### config.mk
export PLATFORM = sky130hd
export DESIGN_NAME = smc_port_mac
export DESIGN_NICKNAME = d
export VERILOG_FILES = /design/src/smc_pkg.sv /design/src/smc_fifo.sv /design/src/smc_port_mac.sv
export VERILOG_INCLUDE_DIRS = /design/src
export SDC_FILE = /design/constraint.sdc
export NUM_CORES = 1
export LEC_CHECK = 0
export BUFFER_PORTS_ARGS = -buffer_cell sky130_fd_sc_hd__clkbuf_2
export CORE_AREA = 2 2 203 205
export CTS_CLUSTER_SIZE = 30
export DETAILED_ROUTE_END_ITERATION = 8
export DIE_AREA = 0 0 205 207
export PLACE_DENSITY_LB_ADDON = 0.2
export SLEW_MARGIN = 10
export SYNTH_ARGS = -nofsm -noshare
export SYNTH_HDL_FRONTEND = slang
export SYNTH_SLANG_ARGS = --single-unit
### constraint.sdc
create_clock -name I_MCLK -period 10.7 [get_ports I_MCLK]
set_input_delay 0.535 -clock I_MCLK [delete_from_list [all_inputs] [get_ports I_MCLK]]
set_output_delay 0.535 -clock I_MCLK [all_outputs]
set_load 0.005 [all_outputs]
### src/smc_defines.svh
// Constants for the switch port MAC control block: offsets, fields, resets, timing.
// Assumes inclusion by bare name from the port MAC module, the only file that includes it.
`ifndef SMC_DEFINES_SVH
`define SMC_DEFINES_SVH

// ==========================================================
// Register offsets
`define SMC_A_OPCTL 16'h0300
`define SMC_A_MAC0 16'h0330
`define SMC_A_MAC1 16'h0331
`define SMC_A_PTA 16'h03C0
`define SMC_A_PTB 16'h03C2
`define SMC_A_PTC 16'h03C4
`define SMC_A_SDADR 16'h7200
`define SMC_A_SDDAT 16'h7206
`define SMC_A_PCTL 16'h1403
`define SMC_A_PSTAT 16'h1410
`define SMC_A_PLATE 16'h1416

// ==========================================================
// Field positions
`define SMC_B_SOFTRST 1
`define SMC_B_NOEXC 3
`define SMC_B_ALTBO 7
`define SMC_B_LENCHK 3
`define SMC_B_CRSMODE 5
`define SMC_B_BPEN 6
`define SMC_B_LINKDIS 0
`define SMC_B_RLFC 3
`define SMC_B_SDRST 15

// ==========================================================
// Reset and init values
`define SMC_R_OPCTL 8'h00
`define SMC_R_MAC0 8'h00
`define SMC_R_MAC1 8'hF0
`define SMC_R_PT 16'h0000
`define SMC_R_PCTL 8'h00
`define SMC_R_SDADR 32'h0000_0000
`define SMC_R_SDCTL 16'h1140
`define SMC_SD_CTL_IDX 32'h001F_0000

// ==========================================================
// Pause tuning values needed on energy-efficient links
`define SMC_V_PTA 16'h4090
`define SMC_V_PTB 16'h0080
`define SMC_V_PTC 16'h2000

// ==========================================================
// Timing and frame figures (one byte per clock on the line side)
`define SMC_SLOT_BITS 512
`define SMC_BITS_PER_BYTE 8
`define SMC_SLOT_BYTES (`SMC_SLOT_BITS / `SMC_BITS_PER_BYTE)
`define SMC_JAM_BYTES 11'h004
`define SMC_ATT_LIMIT 5'h10
`define SMC_BO_KMAX 5'h0A
`define SMC_HDR_BYTES 11'h00E
`define SMC_FCS_BYTES 11'h004
`define SMC_LEN_B0 11'h00C
`define SMC_LEN_B1 11'h00D
`define SMC_MAX_LEN 16'h05DC
`define SMC_LFSR_SEED 16'hACE1
`define SMC_FIFO_DEPTH 8
`define SMC_DESC_W 11
`endif

### src/smc_pkg.sv
// Types for the switch port MAC control block.
// Assumes smc_defines.svh is on the include path.
package smc_pkg;
  typedef enum logic [2:0]
  {
    TX_IDLE = 3'h0,
    TX_XMIT = 3'h1,
    TX_JAM = 3'h2,
    TX_BACKOFF = 3'h3,
    TX_LOCK = 3'h4
  } smc_tx_state_t;

  typedef enum logic [1:0]
  {
    SRC_SPI = 2'h0,
    SRC_I2C = 2'h1,
    SRC_INBAND = 2'h2,
    SRC_MIIM = 2'h3
  } smc_src_t;

  typedef enum logic [1:0]
  {
    SZ_8 = 2'h0,
    SZ_16 = 2'h1,
    SZ_32 = 2'h2
  } smc_size_t;
endpackage

### src/smc_fifo.sv
// Descriptor FIFO with valid/ready on both sides; full registered, empty decoded from the level count.
// Assumes one clock and an active-low asynchronous reset.
`timescale 1ns/1ps
module smc_fifo #(
  parameter int W = 11,
  parameter int D = 8
) (
  // Clock and reset
  input wire logic i_clk,
  input wire logic i_nrst,
  input wire logic i_clr,
  // Fill side
  input wire logic i_valid,
  input wire logic [W-1:0] i_data,
  output logic o_ready,
  // Drain side
  output logic o_valid,
  output logic [W-1:0] o_data,
  input wire logic i_ready
);
  localparam int AW = $clog2(D);
  logic [W-1:0] mem [D];
  logic [AW-1:0] wp_reg;
  logic [AW-1:0] rp_reg;
  logic [AW:0] cnt_reg;
  logic push;
  logic pop;

  assign push = i_valid && o_ready;
  assign pop = o_valid && i_ready;
  assign o_valid = (cnt_reg != '0);
  assign o_data = mem[rp_reg];

  // ==========================================================
  // Storage
  always_ff @(posedge i_clk)
  begin
    if (push)
    begin
      mem[wp_reg] <= i_data;
    end
  end

  // ==========================================================
  // Pointers and level; full kept in a flop so ready is glitch free
  always_ff @(posedge i_clk or negedge i_nrst)
  begin
    if (!i_nrst)
    begin
      wp_reg <= '0;
      rp_reg <= '0;
      cnt_reg <= '0;
      o_ready <= 1'b1;
    end
    else if (i_clr)
    begin
      wp_reg <= '0;
      rp_reg <= '0;
      cnt_reg <= '0;
      o_ready <= 1'b1;
    end
    else
    begin
      if (push)
      begin
        wp_reg <= wp_reg + 1'b1;
      end
      if (pop)
      begin
        rp_reg <= rp_reg + 1'b1;
      end
      if (push && !pop)
      begin
        cnt_reg <= cnt_reg + 1'b1;
        o_ready <= (cnt_reg != (AW + 1)'(D - 1));
      end
      else if (pop && !push)
      begin
        cnt_reg <= cnt_reg - 1'b1;
        o_ready <= 1'b1;
      end
    end
  end
endmodule

### src/smc_port_mac.sv
// Switch port MAC control: global config, half-duplex transmit, receive checks.
// Assumes management transfers arrive as single-cycle strobes on I_MCLK.
`timescale 1ns/1ps
`include "smc_defines.svh"
module smc_port_mac (
  // Clock and resets
  input wire logic I_MCLK,
  input wire logic I_NRST,
  input wire logic I_NPOR,
  // Management access
  input wire logic I_REG_WR,
  input wire logic I_REG_RD,
  input wire logic [1:0] I_REG_SRC,
  input wire logic [1:0] I_REG_SIZE,
  input wire logic [15:0] I_REG_ADDR,
  input wire logic [31:0] I_REG_WDATA,
  output logic [31:0] O_REG_RDATA,
  output logic O_REG_RVALID,
  output logic O_REG_WERR,
  // Line status pins
  input wire logic I_LINK_UP,
  input wire logic I_HALF_DUPLEX,
  input wire logic I_SPEED_100,
  input wire logic I_CRS,
  input wire logic I_COL,
  input wire logic I_EEE_ACTIVE,
  // Transmit descriptors
  input wire logic I_TX_VALID,
  input wire logic [10:0] I_TX_LEN,
  output logic O_TX_READY,
  // Transmit line
  output logic O_TX_EN,
  output logic O_TX_JAM,
  output logic O_TX_CARRIER,
  output logic O_TX_DONE,
  output logic O_TX_DROP,
  output logic O_TX_LOCKED,
  // Receive stream and ingress control
  input wire logic I_RX_VALID,
  input wire logic [7:0] I_RX_DATA,
  input wire logic I_RX_SOF,
  input wire logic I_RX_EOF,
  input wire logic I_RATE_EXCEEDED,
  input wire logic I_BP_REQ,
  output logic O_RX_ACCEPT,
  output logic O_RX_DROP,
  output logic O_PAUSE_REQ,
  // Serdes
  output logic O_SERDES_RST
);
  localparam int NS = 6;
  logic [NS-1:0] s1_reg;
  logic [NS-1:0] s2_reg;
  logic [NS-1:0] s3_reg;
  logic [NS-1:0] pin_reg;
  logic link;
  logic half;
  logic spd100;
  logic crs;
  logic col;
  logic eee;
  logic [7:0] opctl_reg;
  logic [7:0] mac0_reg;
  logic [7:0] mac1_reg;
  logic [15:0] pta_reg;
  logic [15:0] ptb_reg;
  logic [15:0] ptc_reg;
  logic [7:0] pctl_reg;
  logic [31:0] sdadr_reg;
  logic [15:0] sdctl_reg;
  logic clr_reg;
  logic wr_ok;
  logic [31:0] late_cnt_reg;
  smc_pkg::smc_tx_state_t st_reg;
  logic [10:0] byte_cnt_reg;
  logic [4:0] att_reg;
  logic [15:0] bo_cnt_reg;
  logic retry_reg;
  logic pop_reg;
  logic down_seen_reg;
  logic [15:0] lfsr_reg;
  logic f_valid;
  logic [10:0] f_len;
  logic [4:0] k;
  logic [9:0] slots;
  logic [15:0] bo_load;
  logic bp_active;
  logic pause_ok;
  logic [10:0] rx_cnt_reg;
  logic [15:0] lenf_reg;
  logic rate_hit_reg;
  logic [10:0] rx_total;
  logic [10:0] rx_data_len;
  logic rx_is_len;
  logic rx_bad_len;

  // ==========================================================
  // Pin synchronisers; a change is taken once stages two and three agree
  always_ff @(posedge I_MCLK or negedge I_NRST)
  begin
    if (!I_NRST)
    begin
      s1_reg <= '0;
      s2_reg <= '0;
      s3_reg <= '0;
      pin_reg <= '0;
    end
    else
    begin
      s1_reg <= {I_EEE_ACTIVE, I_COL, I_CRS, I_SPEED_100, I_HALF_DUPLEX, I_LINK_UP};
      s2_reg <= s1_reg;
      s3_reg <= s2_reg;
      for (int i = 0; i < NS; i++)
      begin
        if (s2_reg[i] == s3_reg[i])
        begin
          pin_reg[i] <= s3_reg[i];
        end
      end
    end
  end

  // Link may also be taken down by register control
  assign link = pin_reg[0] && !pctl_reg[`SMC_B_LINKDIS];
  assign half = pin_reg[1];
  assign spd100 = pin_reg[2];
  assign crs = pin_reg[3];
  assign col = pin_reg[4];
  assign eee = pin_reg[5];

  // ==========================================================
  // Global and port registers
  assign wr_ok = I_REG_WR && (I_REG_SRC != smc_pkg::SRC_MIIM);

  always_ff @(posedge I_MCLK or negedge I_NRST)
  begin
    if (!I_NRST)
    begin
      opctl_reg <= `SMC_R_OPCTL;
      mac0_reg <= `SMC_R_MAC0;
      mac1_reg <= `SMC_R_MAC1;
      pta_reg <= `SMC_R_PT;
      ptb_reg <= `SMC_R_PT;
      ptc_reg <= `SMC_R_PT;
      pctl_reg <= `SMC_R_PCTL;
      clr_reg <= 1'b0;
    end
    else if (clr_reg)
    begin
      // Soft reset spares the serdes registers
      opctl_reg <= `SMC_R_OPCTL;
      mac0_reg <= `SMC_R_MAC0;
      mac1_reg <= `SMC_R_MAC1;
      pta_reg <= `SMC_R_PT;
      ptb_reg <= `SMC_R_PT;
      ptc_reg <= `SMC_R_PT;
      pctl_reg <= `SMC_R_PCTL;
      clr_reg <= 1'b0;
    end
    else if (wr_ok)
    begin
      if (I_REG_ADDR == `SMC_A_OPCTL)
      begin
        opctl_reg <= I_REG_WDATA[7:0];
        clr_reg <= I_REG_WDATA[`SMC_B_SOFTRST];
      end
      else if (I_REG_ADDR == `SMC_A_MAC0)
      begin
        mac0_reg <= I_REG_WDATA[7:0];
      end
      else if (I_REG_ADDR == `SMC_A_MAC1)
      begin
        mac1_reg <= I_REG_WDATA[7:0];
      end
      else if (I_REG_ADDR == `SMC_A_PTA)
      begin
        pta_reg <= I_REG_WDATA[15:0];
      end
      else if (I_REG_ADDR == `SMC_A_PTB)
      begin
        ptb_reg <= I_REG_WDATA[15:0];
      end
      else if (I_REG_ADDR == `SMC_A_PTC)
      begin
        ptc_reg <= I_REG_WDATA[15:0];
      end
      else if (I_REG_ADDR == `SMC_A_PCTL)
      begin
        pctl_reg <= I_REG_WDATA[7:0];
      end
    end
  end

  // ==========================================================
  // Serdes indirect window; only the power-on reset reaches it
  always_ff @(posedge I_MCLK or negedge I_NPOR)
  begin
    if (!I_NPOR)
    begin
      sdadr_reg <= `SMC_R_SDADR;
      sdctl_reg <= `SMC_R_SDCTL;
      O_SERDES_RST <= 1'b0;
    end
    else
    begin
      O_SERDES_RST <= 1'b0;
      if (wr_ok && I_REG_ADDR == `SMC_A_SDADR && I_REG_SIZE == smc_pkg::SZ_32)
      begin
        sdadr_reg <= I_REG_WDATA;
      end
      else if (wr_ok && I_REG_ADDR == `SMC_A_SDDAT && I_REG_SIZE == smc_pkg::SZ_16
        && sdadr_reg == `SMC_SD_CTL_IDX)
      begin
        if (I_REG_WDATA[`SMC_B_SDRST])
        begin
          sdctl_reg <= `SMC_R_SDCTL;
          O_SERDES_RST <= 1'b1;
        end
        else
        begin
          sdctl_reg <= I_REG_WDATA[15:0];
        end
      end
    end
  end

  // ==========================================================
  // Read side and refused-write flag
  always_ff @(posedge I_MCLK or negedge I_NRST)
  begin
    if (!I_NRST)
    begin
      O_REG_RDATA <= '0;
      O_REG_RVALID <= 1'b0;
      O_REG_WERR <= 1'b0;
    end
    else
    begin
      O_REG_RVALID <= I_REG_RD;
      O_REG_WERR <= I_REG_WR && (I_REG_SRC == smc_pkg::SRC_MIIM);
      if (I_REG_RD)
      begin
        if (I_REG_ADDR == `SMC_A_OPCTL)
        begin
          O_REG_RDATA <= {24'h000000, opctl_reg};
        end
        else if (I_REG_ADDR == `SMC_A_MAC0)
        begin
          O_REG_RDATA <= {24'h000000, mac0_reg};
        end
        else if (I_REG_ADDR == `SMC_A_MAC1)
        begin
          O_REG_RDATA <= {24'h000000, mac1_reg};
        end
        else if (I_REG_ADDR == `SMC_A_PTA)
        begin
          O_REG_RDATA <= {16'h0000, pta_reg};
        end
        else if (I_REG_ADDR == `SMC_A_PTB)
        begin
          O_REG_RDATA <= {16'h0000, ptb_reg};
        end
        else if (I_REG_ADDR == `SMC_A_PTC)
        begin
          O_REG_RDATA <= {16'h0000, ptc_reg};
        end
        else if (I_REG_ADDR == `SMC_A_PCTL)
        begin
          O_REG_RDATA <= {24'h000000, pctl_reg};
        end
        else if (I_REG_ADDR == `SMC_A_PSTAT)
        begin
          O_REG_RDATA <= {26'h0000000, eee, O_TX_LOCKED, spd100, half, pin_reg[0], link};
        end
        else if (I_REG_ADDR == `SMC_A_PLATE)
        begin
          O_REG_RDATA <= late_cnt_reg;
        end
        else if (I_REG_ADDR == `SMC_A_SDADR)
        begin
          O_REG_RDATA <= sdadr_reg;
        end
        else if (I_REG_ADDR == `SMC_A_SDDAT && sdadr_reg == `SMC_SD_CTL_IDX)
        begin
          O_REG_RDATA <= {16'h0000, sdctl_reg};
        end
        else
        begin
          O_REG_RDATA <= '0;
        end
      end
    end
  end

  // ==========================================================
  // Descriptor FIFO; its ready is the block's ready to the switch core
  smc_fifo #(
    .W(`SMC_DESC_W),
    .D(`SMC_FIFO_DEPTH)
  ) u_fifo (
    .i_clk(I_MCLK),
    .i_nrst(I_NRST),
    .i_clr(clr_reg),
    .i_valid(I_TX_VALID),
    .i_data(I_TX_LEN),
    .o_ready(O_TX_READY),
    .o_valid(f_valid),
    .o_data(f_len),
    .i_ready(pop_reg)
  );

  // ==========================================================
  // Back-off: alternate mode draws from other LFSR bits to break lock-step
  assign k = (att_reg > `SMC_BO_KMAX) ? `SMC_BO_KMAX : att_reg;
  assign slots = (mac0_reg[`SMC_B_ALTBO] ? lfsr_reg[15:6] : lfsr_reg[9:0])
    & 10'((11'h001 << k) - 11'h001);
  assign bo_load = 16'(slots * `SMC_SLOT_BYTES);

  always_ff @(posedge I_MCLK or negedge I_NRST)
  begin
    if (!I_NRST)
    begin
      lfsr_reg <= `SMC_LFSR_SEED;
    end
    else
    begin
      lfsr_reg <= {lfsr_reg[14:0], lfsr_reg[15] ^ lfsr_reg[13] ^ lfsr_reg[12] ^ lfsr_reg[10]};
    end
  end

  // ==========================================================
  // Half-duplex transmit engine, one byte per clock; one instance per port
  always_ff @(posedge I_MCLK or negedge I_NRST)
  begin
    if (!I_NRST)
    begin
      st_reg <= smc_pkg::TX_IDLE;
      byte_cnt_reg <= '0;
      att_reg <= '0;
      bo_cnt_reg <= '0;
      retry_reg <= 1'b0;
      pop_reg <= 1'b0;
      down_seen_reg <= 1'b0;
      late_cnt_reg <= '0;
      O_TX_DONE <= 1'b0;
      O_TX_DROP <= 1'b0;
    end
    else if (clr_reg)
    begin
      st_reg <= smc_pkg::TX_IDLE;
      byte_cnt_reg <= '0;
      att_reg <= '0;
      retry_reg <= 1'b0;
      pop_reg <= 1'b0;
      down_seen_reg <= 1'b0;
      late_cnt_reg <= '0;
      O_TX_DONE <= 1'b0;
      O_TX_DROP <= 1'b0;
    end
    else
    begin
      pop_reg <= 1'b0;
      O_TX_DONE <= 1'b0;
      O_TX_DROP <= 1'b0;
      case (st_reg)
        smc_pkg::TX_IDLE:
        begin
          // pop_reg guard: head still shows the frame just retired
          if (link && f_valid && !pop_reg && !(half && crs))
          begin
            st_reg <= smc_pkg::TX_XMIT;
            byte_cnt_reg <= '0;
          end
        end
        smc_pkg::TX_XMIT:
        begin
          byte_cnt_reg <= byte_cnt_reg + 11'h001;
          if (!link)
          begin
            st_reg <= smc_pkg::TX_IDLE;
          end
          else if (half && col)
          begin
            st_reg <= smc_pkg::TX_JAM;
            byte_cnt_reg <= '0;
            if (byte_cnt_reg >= 11'(`SMC_SLOT_BYTES))
            begin
              late_cnt_reg <= late_cnt_reg + 32'h0000_0001;
              retry_reg <= 1'b0;
              pop_reg <= 1'b1;
              O_TX_DROP <= 1'b1;
              att_reg <= '0;
            end
            else if (att_reg + 5'h01 == `SMC_ATT_LIMIT)
            begin
              att_reg <= '0;
              if (!opctl_reg[`SMC_B_NOEXC])
              begin
                retry_reg <= 1'b0;
                pop_reg <= 1'b1;
                O_TX_DROP <= 1'b1;
              end
              else if (mac0_reg[`SMC_B_ALTBO])
              begin
                retry_reg <= 1'b1;
              end
              else
              begin
                st_reg <= smc_pkg::TX_LOCK;
                down_seen_reg <= 1'b0;
              end
            end
            else
            begin
              att_reg <= att_reg + 5'h01;
              retry_reg <= 1'b1;
            end
          end
          else if (byte_cnt_reg + 11'h001 >= f_len)
          begin
            st_reg <= smc_pkg::TX_IDLE;
            pop_reg <= 1'b1;
            O_TX_DONE <= 1'b1;
            att_reg <= '0;
          end
        end
        smc_pkg::TX_JAM:
        begin
          byte_cnt_reg <= byte_cnt_reg + 11'h001;
          if (byte_cnt_reg + 11'h001 >= `SMC_JAM_BYTES)
          begin
            st_reg <= retry_reg ? smc_pkg::TX_BACKOFF : smc_pkg::TX_IDLE;
            bo_cnt_reg <= bo_load;
          end
        end
        smc_pkg::TX_BACKOFF:
        begin
          if (bo_cnt_reg == '0)
          begin
            st_reg <= smc_pkg::TX_IDLE;
          end
          else
          begin
            bo_cnt_reg <= bo_cnt_reg - 16'h0001;
          end
        end
        smc_pkg::TX_LOCK:
        begin
          // Only a full link down and up, or a soft reset, releases it
          if (!link)
          begin
            down_seen_reg <= 1'b1;
          end
          else if (down_seen_reg)
          begin
            st_reg <= smc_pkg::TX_IDLE;
            down_seen_reg <= 1'b0;
          end
        end
        default:
        begin
          st_reg <= smc_pkg::TX_IDLE;
        end
      endcase
    end
  end

  // ==========================================================
  // Line drive and back pressure
  assign bp_active = I_BP_REQ && mac1_reg[`SMC_B_BPEN] && half && spd100 && link;

  always_ff @(posedge I_MCLK or negedge I_NRST)
  begin
    if (!I_NRST)
    begin
      O_TX_EN <= 1'b0;
      O_TX_JAM <= 1'b0;
      O_TX_CARRIER <= 1'b0;
      O_TX_LOCKED <= 1'b0;
    end
    else
    begin
      O_TX_EN <= (st_reg == smc_pkg::TX_XMIT);
      O_TX_LOCKED <= (st_reg == smc_pkg::TX_LOCK);
      // Carrier mode holds the wire busy; can trip jabber on long holds
      O_TX_CARRIER <= bp_active && mac1_reg[`SMC_B_CRSMODE]
        && (st_reg == smc_pkg::TX_IDLE);
      O_TX_JAM <= (st_reg == smc_pkg::TX_JAM)
        || (bp_active && !mac1_reg[`SMC_B_CRSMODE] && crs);
    end
  end

  // ==========================================================
  // Receive checks: length field and ingress rate limit
  assign pause_ok = !eee || (pta_reg == `SMC_V_PTA && ptb_reg == `SMC_V_PTB
    && ptc_reg == `SMC_V_PTC);
  assign rx_total = rx_cnt_reg + 11'h001;
  assign rx_data_len = rx_total - `SMC_HDR_BYTES - `SMC_FCS_BYTES;
  assign rx_is_len = (lenf_reg <= `SMC_MAX_LEN);
  assign rx_bad_len = mac0_reg[`SMC_B_LENCHK] && rx_is_len
    && ((rx_total < `SMC_HDR_BYTES + `SMC_FCS_BYTES)
    || ({5'h00, rx_data_len} != lenf_reg));

  always_ff @(posedge I_MCLK or negedge I_NRST)
  begin
    if (!I_NRST)
    begin
      rx_cnt_reg <= '0;
      lenf_reg <= '0;
      rate_hit_reg <= 1'b0;
      O_RX_ACCEPT <= 1'b0;
      O_RX_DROP <= 1'b0;
      O_PAUSE_REQ <= 1'b0;
    end
    else
    begin
      O_RX_ACCEPT <= 1'b0;
      O_RX_DROP <= 1'b0;
      O_PAUSE_REQ <= I_RATE_EXCEEDED && pctl_reg[`SMC_B_RLFC] && pause_ok && link;
      if (I_RX_VALID)
      begin
        rx_cnt_reg <= I_RX_SOF ? 11'h001 : rx_cnt_reg + 11'h001;
        if (I_RX_SOF)
        begin
          rate_hit_reg <= I_RATE_EXCEEDED;
        end
        else if (I_RATE_EXCEEDED)
        begin
          rate_hit_reg <= 1'b1;
        end
        if (!I_RX_SOF && rx_cnt_reg == `SMC_LEN_B0)
        begin
          lenf_reg[15:8] <= I_RX_DATA;
        end
        if (!I_RX_SOF && rx_cnt_reg == `SMC_LEN_B1)
        begin
          lenf_reg[7:0] <= I_RX_DATA;
        end
        if (I_RX_EOF)
        begin
          // With flow control on, the limiter never drops
          if (rx_bad_len || (rate_hit_reg && !pctl_reg[`SMC_B_RLFC]))
          begin
            O_RX_DROP <= 1'b1;
          end
          else
          begin
            O_RX_ACCEPT <= 1'b1;
          end
        end
      end
    end
  end
endmodule

==> results.toml, run 1 <==
[outcome]
status = "finished, final reports clean"

[synthesis]
netlist_area_um2 = 19800
synth-edff-count = 88
ys_warn_count = 0
syn_nets = 1946
ys_seq_area_share_pct = 53.9
syn_inst = 1831
synthFlopType = "dfrtp_1"
yosys_register_bits = 409
avgSynthCellArea_um2 = 10.8
async_flop_share_pct = 78.5
synth.distinct_cells = 93

[clocking]
htreeDepth = 2
clock_latency_ns = 0.59
cts_setup_buffers = 0
cts_tree = "built"
cts_hold_buf = 0
numCtsBuffers = 45
clock-root-buffer = "clkbuf_16"
clk_pin_slew_ns = 0.06
clock_sinks = 409
cts_buffer_depth = 3
cts_resized = 0

[finish]
largest-register = "u_fifo.mem"
fin_area_um2 = 22500
drive_gt1_share_pct = 18.7
synthToLayoutAreaGrowth_pct = 13.3
nNetsFinal = 2046
largest_reg_flops = 88

[setup_path]
cpMostUsedCell = "o21a_1"
r2r_cells = 11
cp_data_required_time_ns = 11.16
r2r_end = "att_reg[1]"
ff2ff_setup_slack_ns = 7.41
r2r_start = "u_fifo.rp_reg[0]"
path_cells = "buf_4 > mux4_2 > mux2i_1 > ha_1 > nor2b_1 > o21a_1 > o21a_1 > o21ai_0 > a21oi_1 > o31a_1 > mux2_2"
slowest_delay_ns = 0.57
crit_path_top_delay_cell = "mux4_2"
arrival_ns = 3.74
crit_buf_inv = 1
path_class = "reg2reg"
end_kind = "flip-flop"
cp_max_fo = 24
cp-startpoint = "u_fifo.rp_reg[0]"
critical-path-top-delay-family = "multiplexers"
critPathLaunchType = "flip-flop"

[worst_hold_path]
holdCritPathClass = "in2async"

[timing]
relSlewSlack_pct = 22.3
hold_viol_final = 0
finalSetupViolCount = 0
rsz0062_at_grt = "false"
tns_ns = 0
period_needed_ns = 3.29
max_freq_ghz = 0.304
fin_ws_ns = 7.41
fin_skew_ns = 0.0318
tightest_slew_ns = 1.17
slew_viol_final = 0
fin_crit_sh_pct = 30.7

[route]
drt-initial-drc-count = 1404
vias = 14830
vias_per_cell = 5.93
wl_per_cell_um = 20.4
drc = 0
postRouteAntennaNets = 0
dr.pass1.iters = 5
routed_wl_mm = 50.9

[placed_design]
hpwl_mm = 35.2
port_buffers = 132
dpl-instance-area_um2 = 20900
gp_congestion = 0.895
pre_cts_ws_ns = 6.93

[floorplan]
ios = 133
coreArea_um2 = 40400
num_rows = 74
initial_core_util_pct = 49.1
die_y_um = 207
die_w_um = 205
die-area_um2 = 42400

[job]
drv_cap = 0

[global_route]
grt_pass1_wl_mm = 81.5
first_global_vias = 14538
track_usage_pct = 24.3
grt_max_degree = 128
antenna_found_initial = 3
grt_overflow_total = 0

[power]
p_leak_nw = 9.61
p_per_area_nw_per_um2 = 154
ir_worst_vdd_v = 0.000130
[synth_stat cells (all sizes together) (31+ instances only)]
cell | n | area share, %
mux2i | 40 | 2.1
o21ai | 136 | 3.5
nand2 | 214 | 4.1
nor2 | 144 | 2.8
xnor2 | 42 | 1.9
nor4 | 39 | 1.6
nor3 | 38 | 1.1
edfxtp | 88 | 13
clkbuf | 66 | 1.2
inv | 64 | 1.2
o22ai | 31 | 0.98
a21oi | 65 | 1.7
mux2 | 61 | 3.5
buf | 31 | 0.81
dfrtp | 305 | 38
nand3 | 39 | 1.1
[stage by stage]
stage	hold slack [ns]	utilization (%)	std cells	power, mW
2_1_floorplan	0.239	-	1831	1.81
3_3_place_gp	0.334	51.9	2416	1.90
4_1_cts	0.0225	55.7	2500	3.49
6_report	0.0518	55.7	2501	3.46
5_1_grt	0.0458	55.7	2501	3.59
3_5_place_dp	0.336	51.9	2416	1.90
[how the worst max path moves through the flow]
stage	endpoint	cells past startpoint
finish	att_reg[1]	11
global route	ptc_reg[15]	7
CTS	att_reg[1]	11
detailed placement	ptc_reg[15]	7
global placement	ptc_reg[15]	7
floorplan	att_reg[1]	12
[cell type report]
cell class                 instances  area [um2]
multi-input combinational       1261        8540
fill                            3543       17900
clock inverter                    18         198
clock buffer                      66        1330
inverter                          64         240
timing repair buffer             150         806
antenna                            1        2.50
tap                              532         666
sequential                       409       10700
[cells in the final DEF, fill, tap and decap left out, drive strengths merged, types with 14 or more instances in the layout]
cell / synthesis / layout
and3: 28 / 28
buf: 31 / 19
nor3b: 14 / 14
xnor2: 42 / 42
o22ai: 31 / 31
mux2i: 40 / 40
nand3b: 18 / 18
a22oi: 18 / 18
dfrtp: 305 / 305
mux2: 61 / 61
edfxtp: 88 / 88
o21ai: 136 / 136
dfstp: 16 / 16
inv: 64 / 67
clkbuf: 66 / 197
nor3: 38 / 38
nor4: 39 / 39
a21oi: 65 / 65
ha: 26 / 26
nand2: 214 / 214
mux4: 22 / 22
nor2: 144 / 144
nand2b: 18 / 18
a221oi: 14 / 14
nand3: 39 / 39
nand4: 29 / 29
xor2: 26 / 26
[per-layer routing]
metal | part of all wire [%] | vias up | global-route usage [%]
met2 | 44 | 528 | 35.5
met1 | 45 | 7310 | 35.8
met5 | 0.045 | - | 0
met4 | 2.6 | 4 | 8.21
li1 | - | 6903 | -
met3 | 8.0 | 85 | 5.68
[where the power goes]
part / switching [mW] / leakage, nW / internal, mW
clock: 0.647 / 0.746 / 0.936
combinational: 0.129 / 3.73 / 0.0866
sequential: 0.0414 / 5.13 / 1.62
total: 0.817 / 9.61 / 2.64
[cell families after synthesis]
kind of cell,synth area share [%]
AO/OA/AOI/OAI,12.4
multiplexers,8.04
XOR/XNOR,3.12
adder cells (fa/ha/maj),2.04
buffers and inverters,3.27
AND/OR/NAND/NOR,17.2
flip-flops,53.9
(Power assumes the default switching activity.)
==> run 2: changes to the inputs <==
Settings changed: ABC_AREA set to 1.
Clock period 10.7 ns to 3.1 ns, I/O delays scaled along.
==> run 2 against run 1 <==
Global-route usage is 0.87 points higher. Combinational power grew to 12 times the previous value. Non-clock buffer count is 103 higher. Via count is 15% higher. Largest cell class unchanged. Cell count is 24% higher. Highest routed layer is now met4. Hold slack worse by 0.025 ns. Core utilization is 2.9 points higher. Critical path depth is 4 higher. Register-to-register slack worse by 7.2 ns. Clock skew is 0.017 ns lower. First-iteration DRC count is 5.9% higher. Clock power grew to 3.5 times the previous value.
==> results.toml, run 2 <==
[synthesis]
avgSynthCellArea_um2 = 8.65
synth-edff-count = 88
yosys_register_bits = 409
synthTopCellsByArea = "dfrtp_1 38%, edfxtp_1 13%, nand2_1 9.3%, o21ai_0 7.1%, inv_1 5.5%"
ys_warn_count = 0
synth.most_common_cell = "nand2_1"
synthFlopType = "dfrtp_1"
yosys-top-cells-count = "493 x nand2_1, 305 x dfrtp_1, 292 x inv_1"
ys_seq_area_share_pct = 53.7
yosysTopAreaCell = "dfrtp_1"
synth_top_area_share_pct = 38.3
async_flop_share_pct = 78.5
netlist_area_um2 = 19900
syn_nets = 2415
syn_inst = 2300
synth.distinct_cells = 67

[floorplan]
ios = 133
die-area_um2 = 42400
die_y_um = 207
num_rows = 74
coreArea_um2 = 40400
die_w_um = 205
initial_core_util_pct = 49.3

[setup_path]
endpoint = "pop_reg"
critPathLaunchType = "flip-flop"
r2r_end = "pop_reg"
end_kind = "flip-flop"
r2r_cells = 15
arrival_ns = 3.31
path_cells = "ha_2 > nand3_1 > nor2_2 > nand3_2 > nor3_2 > xor2_1 > ha_1 > nand2_2 > nor2_1 > a211oi_1 > nand2_1 > a31oi_2 > nand2_1 > and3_1 > or2_2"
ff2ff_setup_slack_ns = 0.23
path_class = "reg2reg"
crit_buf_inv = 0
cp_data_required_time_ns = 3.55
slowest_delay_ns = 0.37
r2r_start = "byte_cnt_reg[1]"
cp_max_fo = 3
cp-startpoint = "byte_cnt_reg[1]"
cpMostUsedCell = "nand2_1"
critical-path-top-delay-family = "simple AND/OR/NAND/NOR gates"
path_depth = 15
crit_path_top_delay_cell = "dfrtp_1"

[power]
ir_worst_vdd_v = 0.000469
p_per_area_nw_per_um2 = 596
clockPowerShare_pct = 38.9
p_leak_nw = 11.5
swShare_pct = 28.7
combinationalPowerShare_pct = 17.8
power_frac_seq_pct = 43.4
power.internal_mw = 10.0
p_switching_mw = 4.05
total_power_mw = 14.1

[global_route]
use_met2_pct = 38.0
track_usage_pct = 25.2
grt_pass1_wl_mm = 85.3
first_global_vias = 16261
grt_busiest_layer = "met2"
grt_max_degree = 86
met3_usage_pct = 3.79
use_met1_pct = 37.1
antenna_found_initial = 0
grt_overflow_total = 0

[worst_hold_path]
holdCritPathClass = "in2reg"

[clocking]
clock-root-buffer = "clkbuf_16"
clock_sinks = 409
cts_buffer_depth = 3
htreeDepth = 2
cts_tree = "built"
numCtsBuffers = 45
clock_latency_ns = 0.57
clk_pin_slew_ns = 0.06

[route]
postRouteAntennaNets = 0
vias = 16990
routed_wl_mm = 53.2
drt-initial-drc-count = 1487
vias_per_cell = 5.48
dr.pass1.iters = 6
wl_per_cell_um = 17.2
drc = 0

[finish]
layout_common_cells = "492 x nand2_1, 305 x dfrtp_1, 292 x inv_1"
largest_reg_flops = 88
largest-register = "u_fifo.mem"
antennaDiodeCount = 0
seqCellArea_um2 = 10700
nNetsFinal = 2644
layout_commonest_cell = "nand2_1"
fillers = 3571
drive_gt1_share_pct = 12.7
multi_input_area_um2 = 7820
synthToLayoutAreaGrowth_pct = 18.8

[timing]
rsz0062_at_grt = "false"
tightest_slew_ns = 0.983
fin_skew_ns = 0.0145
period_needed_ns = 2.87
hold_viol_final = 0
tns_ns = 0
fin_crit_sh_pct = 92.4
max_freq_ghz = 0.349
slew_viol_final = 0
relSlewSlack_pct = 34.5
finalSetupViolCount = 0

[placed_design]
hpwl_mm = 37.7
port_buffers = 132
gp_congestion = 0.929

[job]
drv_cap = 0

[outcome]
status = "finished, final reports clean"
run 2: cell count changes after synthesis, moves of 17 or more:
cell,delta
mux4_2,-22
clkbuf_1,-19
a21oi_1,+25
mux2i_1,-17
mux2_2,-60
nand3_1,+52
xnor2_1,-37
and3_1,-27
o21ai_0,+149
nor2_1,+68
nand2_1,+279
nand2b_1,-17
inv_1,+228
run 2: kinds of logic (layout without fill, tap and decap cells):
family,after synthesis,after routing,synth area share (%)
buffers and inverters,370,636,7.13
multiplexers,22,22,1.11
XOR/XNOR,26,26,1.14
adder cells (fa/ha/maj),33,33,2.04
flip-flops,409,409,53.7
AO/OA/AOI/OAI,499,499,14.3
AND/OR/NAND/NOR,941,941,20.6
run 2: worst register-to-register path, delay by kind of cell, from the launching register on:
family	cells	cell delay [ns]
xor gates and xnor gates	1	0.21
and+or+nand+nor	10	1.36
DFF	1	0.37
AOI/OAI and AO/OA	2	0.35
adders and majority gates	2	0.48
run 2: layout make-up:
| class | instances | share of cell area [%] |
|---|---|---|
| sequential | 409 | 45.2 |
| multi-input combinational | 1521 | 33.1 |
| timing repair buffer | 253 | 7.66 |
| clock buffer | 70 | 5.81 |
| inverter | 299 | 4.76 |
| tap | 532 | 2.82 |
| clock inverter | 14 | 0.635 |
run 2: worst min-delay path by stage:
stage	end	depth (start not counted)	from	slack [ns]
3_3_place_gp	rx_cnt_reg[2]	1	I_NRST	0.10
4_1_cts	O_TX_CARRIER	5	I_BP_REQ	0.0006
2_1_floorplan	O_PAUSE_REQ	0	I_NRST	-0.14
6_report	u_fifo.wp_reg[1]	3	I_TX_VALID	0.03
5_1_grt	O_TX_CARRIER	5	I_BP_REQ	0.04
3_5_place_dp	rx_cnt_reg[2]	1	I_NRST	0.10
run 2: per-layer routing:
| layer | vias up | share of wire, % |
|---|---|---|
| met2 | 635 | 44 |
| met1 | 8054 | 46 |
| met5 | - | 0 |
| li1 | 8166 | - |
| met3 | 135 | 6.8 |
| met4 | 0 | 3.3 |
run 2: power groups by stage:
stage	clock, mW	sequential [mW]	combinational, mW
after floorplan	0	6.15	1.68
after global placement	0	6.20	2.35
after detailed placement	0	6.20	2.42
after CTS	5.58	6.11	2.50
after global routing	5.81	6.15	2.86
final	5.48	6.11	2.50
run 2: metrics by stage:
| stage | hold slack (ns) | area, um2 | worst slack (ns) | util (%) | std cells |
|---|---|---|---|---|---|
| finish | 0.0270 | 23600 | 0.235 | 58.6 | 3098 |
| global route | 0.0435 | 23600 | 0.0133 | 58.6 | 3098 |
| CTS | 0.000639 | 23600 | 0.106 | 58.5 | 3098 |
| detailed placement | 0.104 | 21400 | 0.129 | 52.9 | 2941 |
| global placement | 0.102 | 21400 | 0.195 | 52.9 | 2941 |
| floorplan | -0.141 | 19900 | 0.202 | - | 2300 |
run 2: repair_timing:
item,4_1_cts,5_1_grt
setup buffers,0,0
hold endpoints to repair,361,0
hold buffers,73,0
endpoints found under the setup margin,0,9
gates resized for setup,0,7
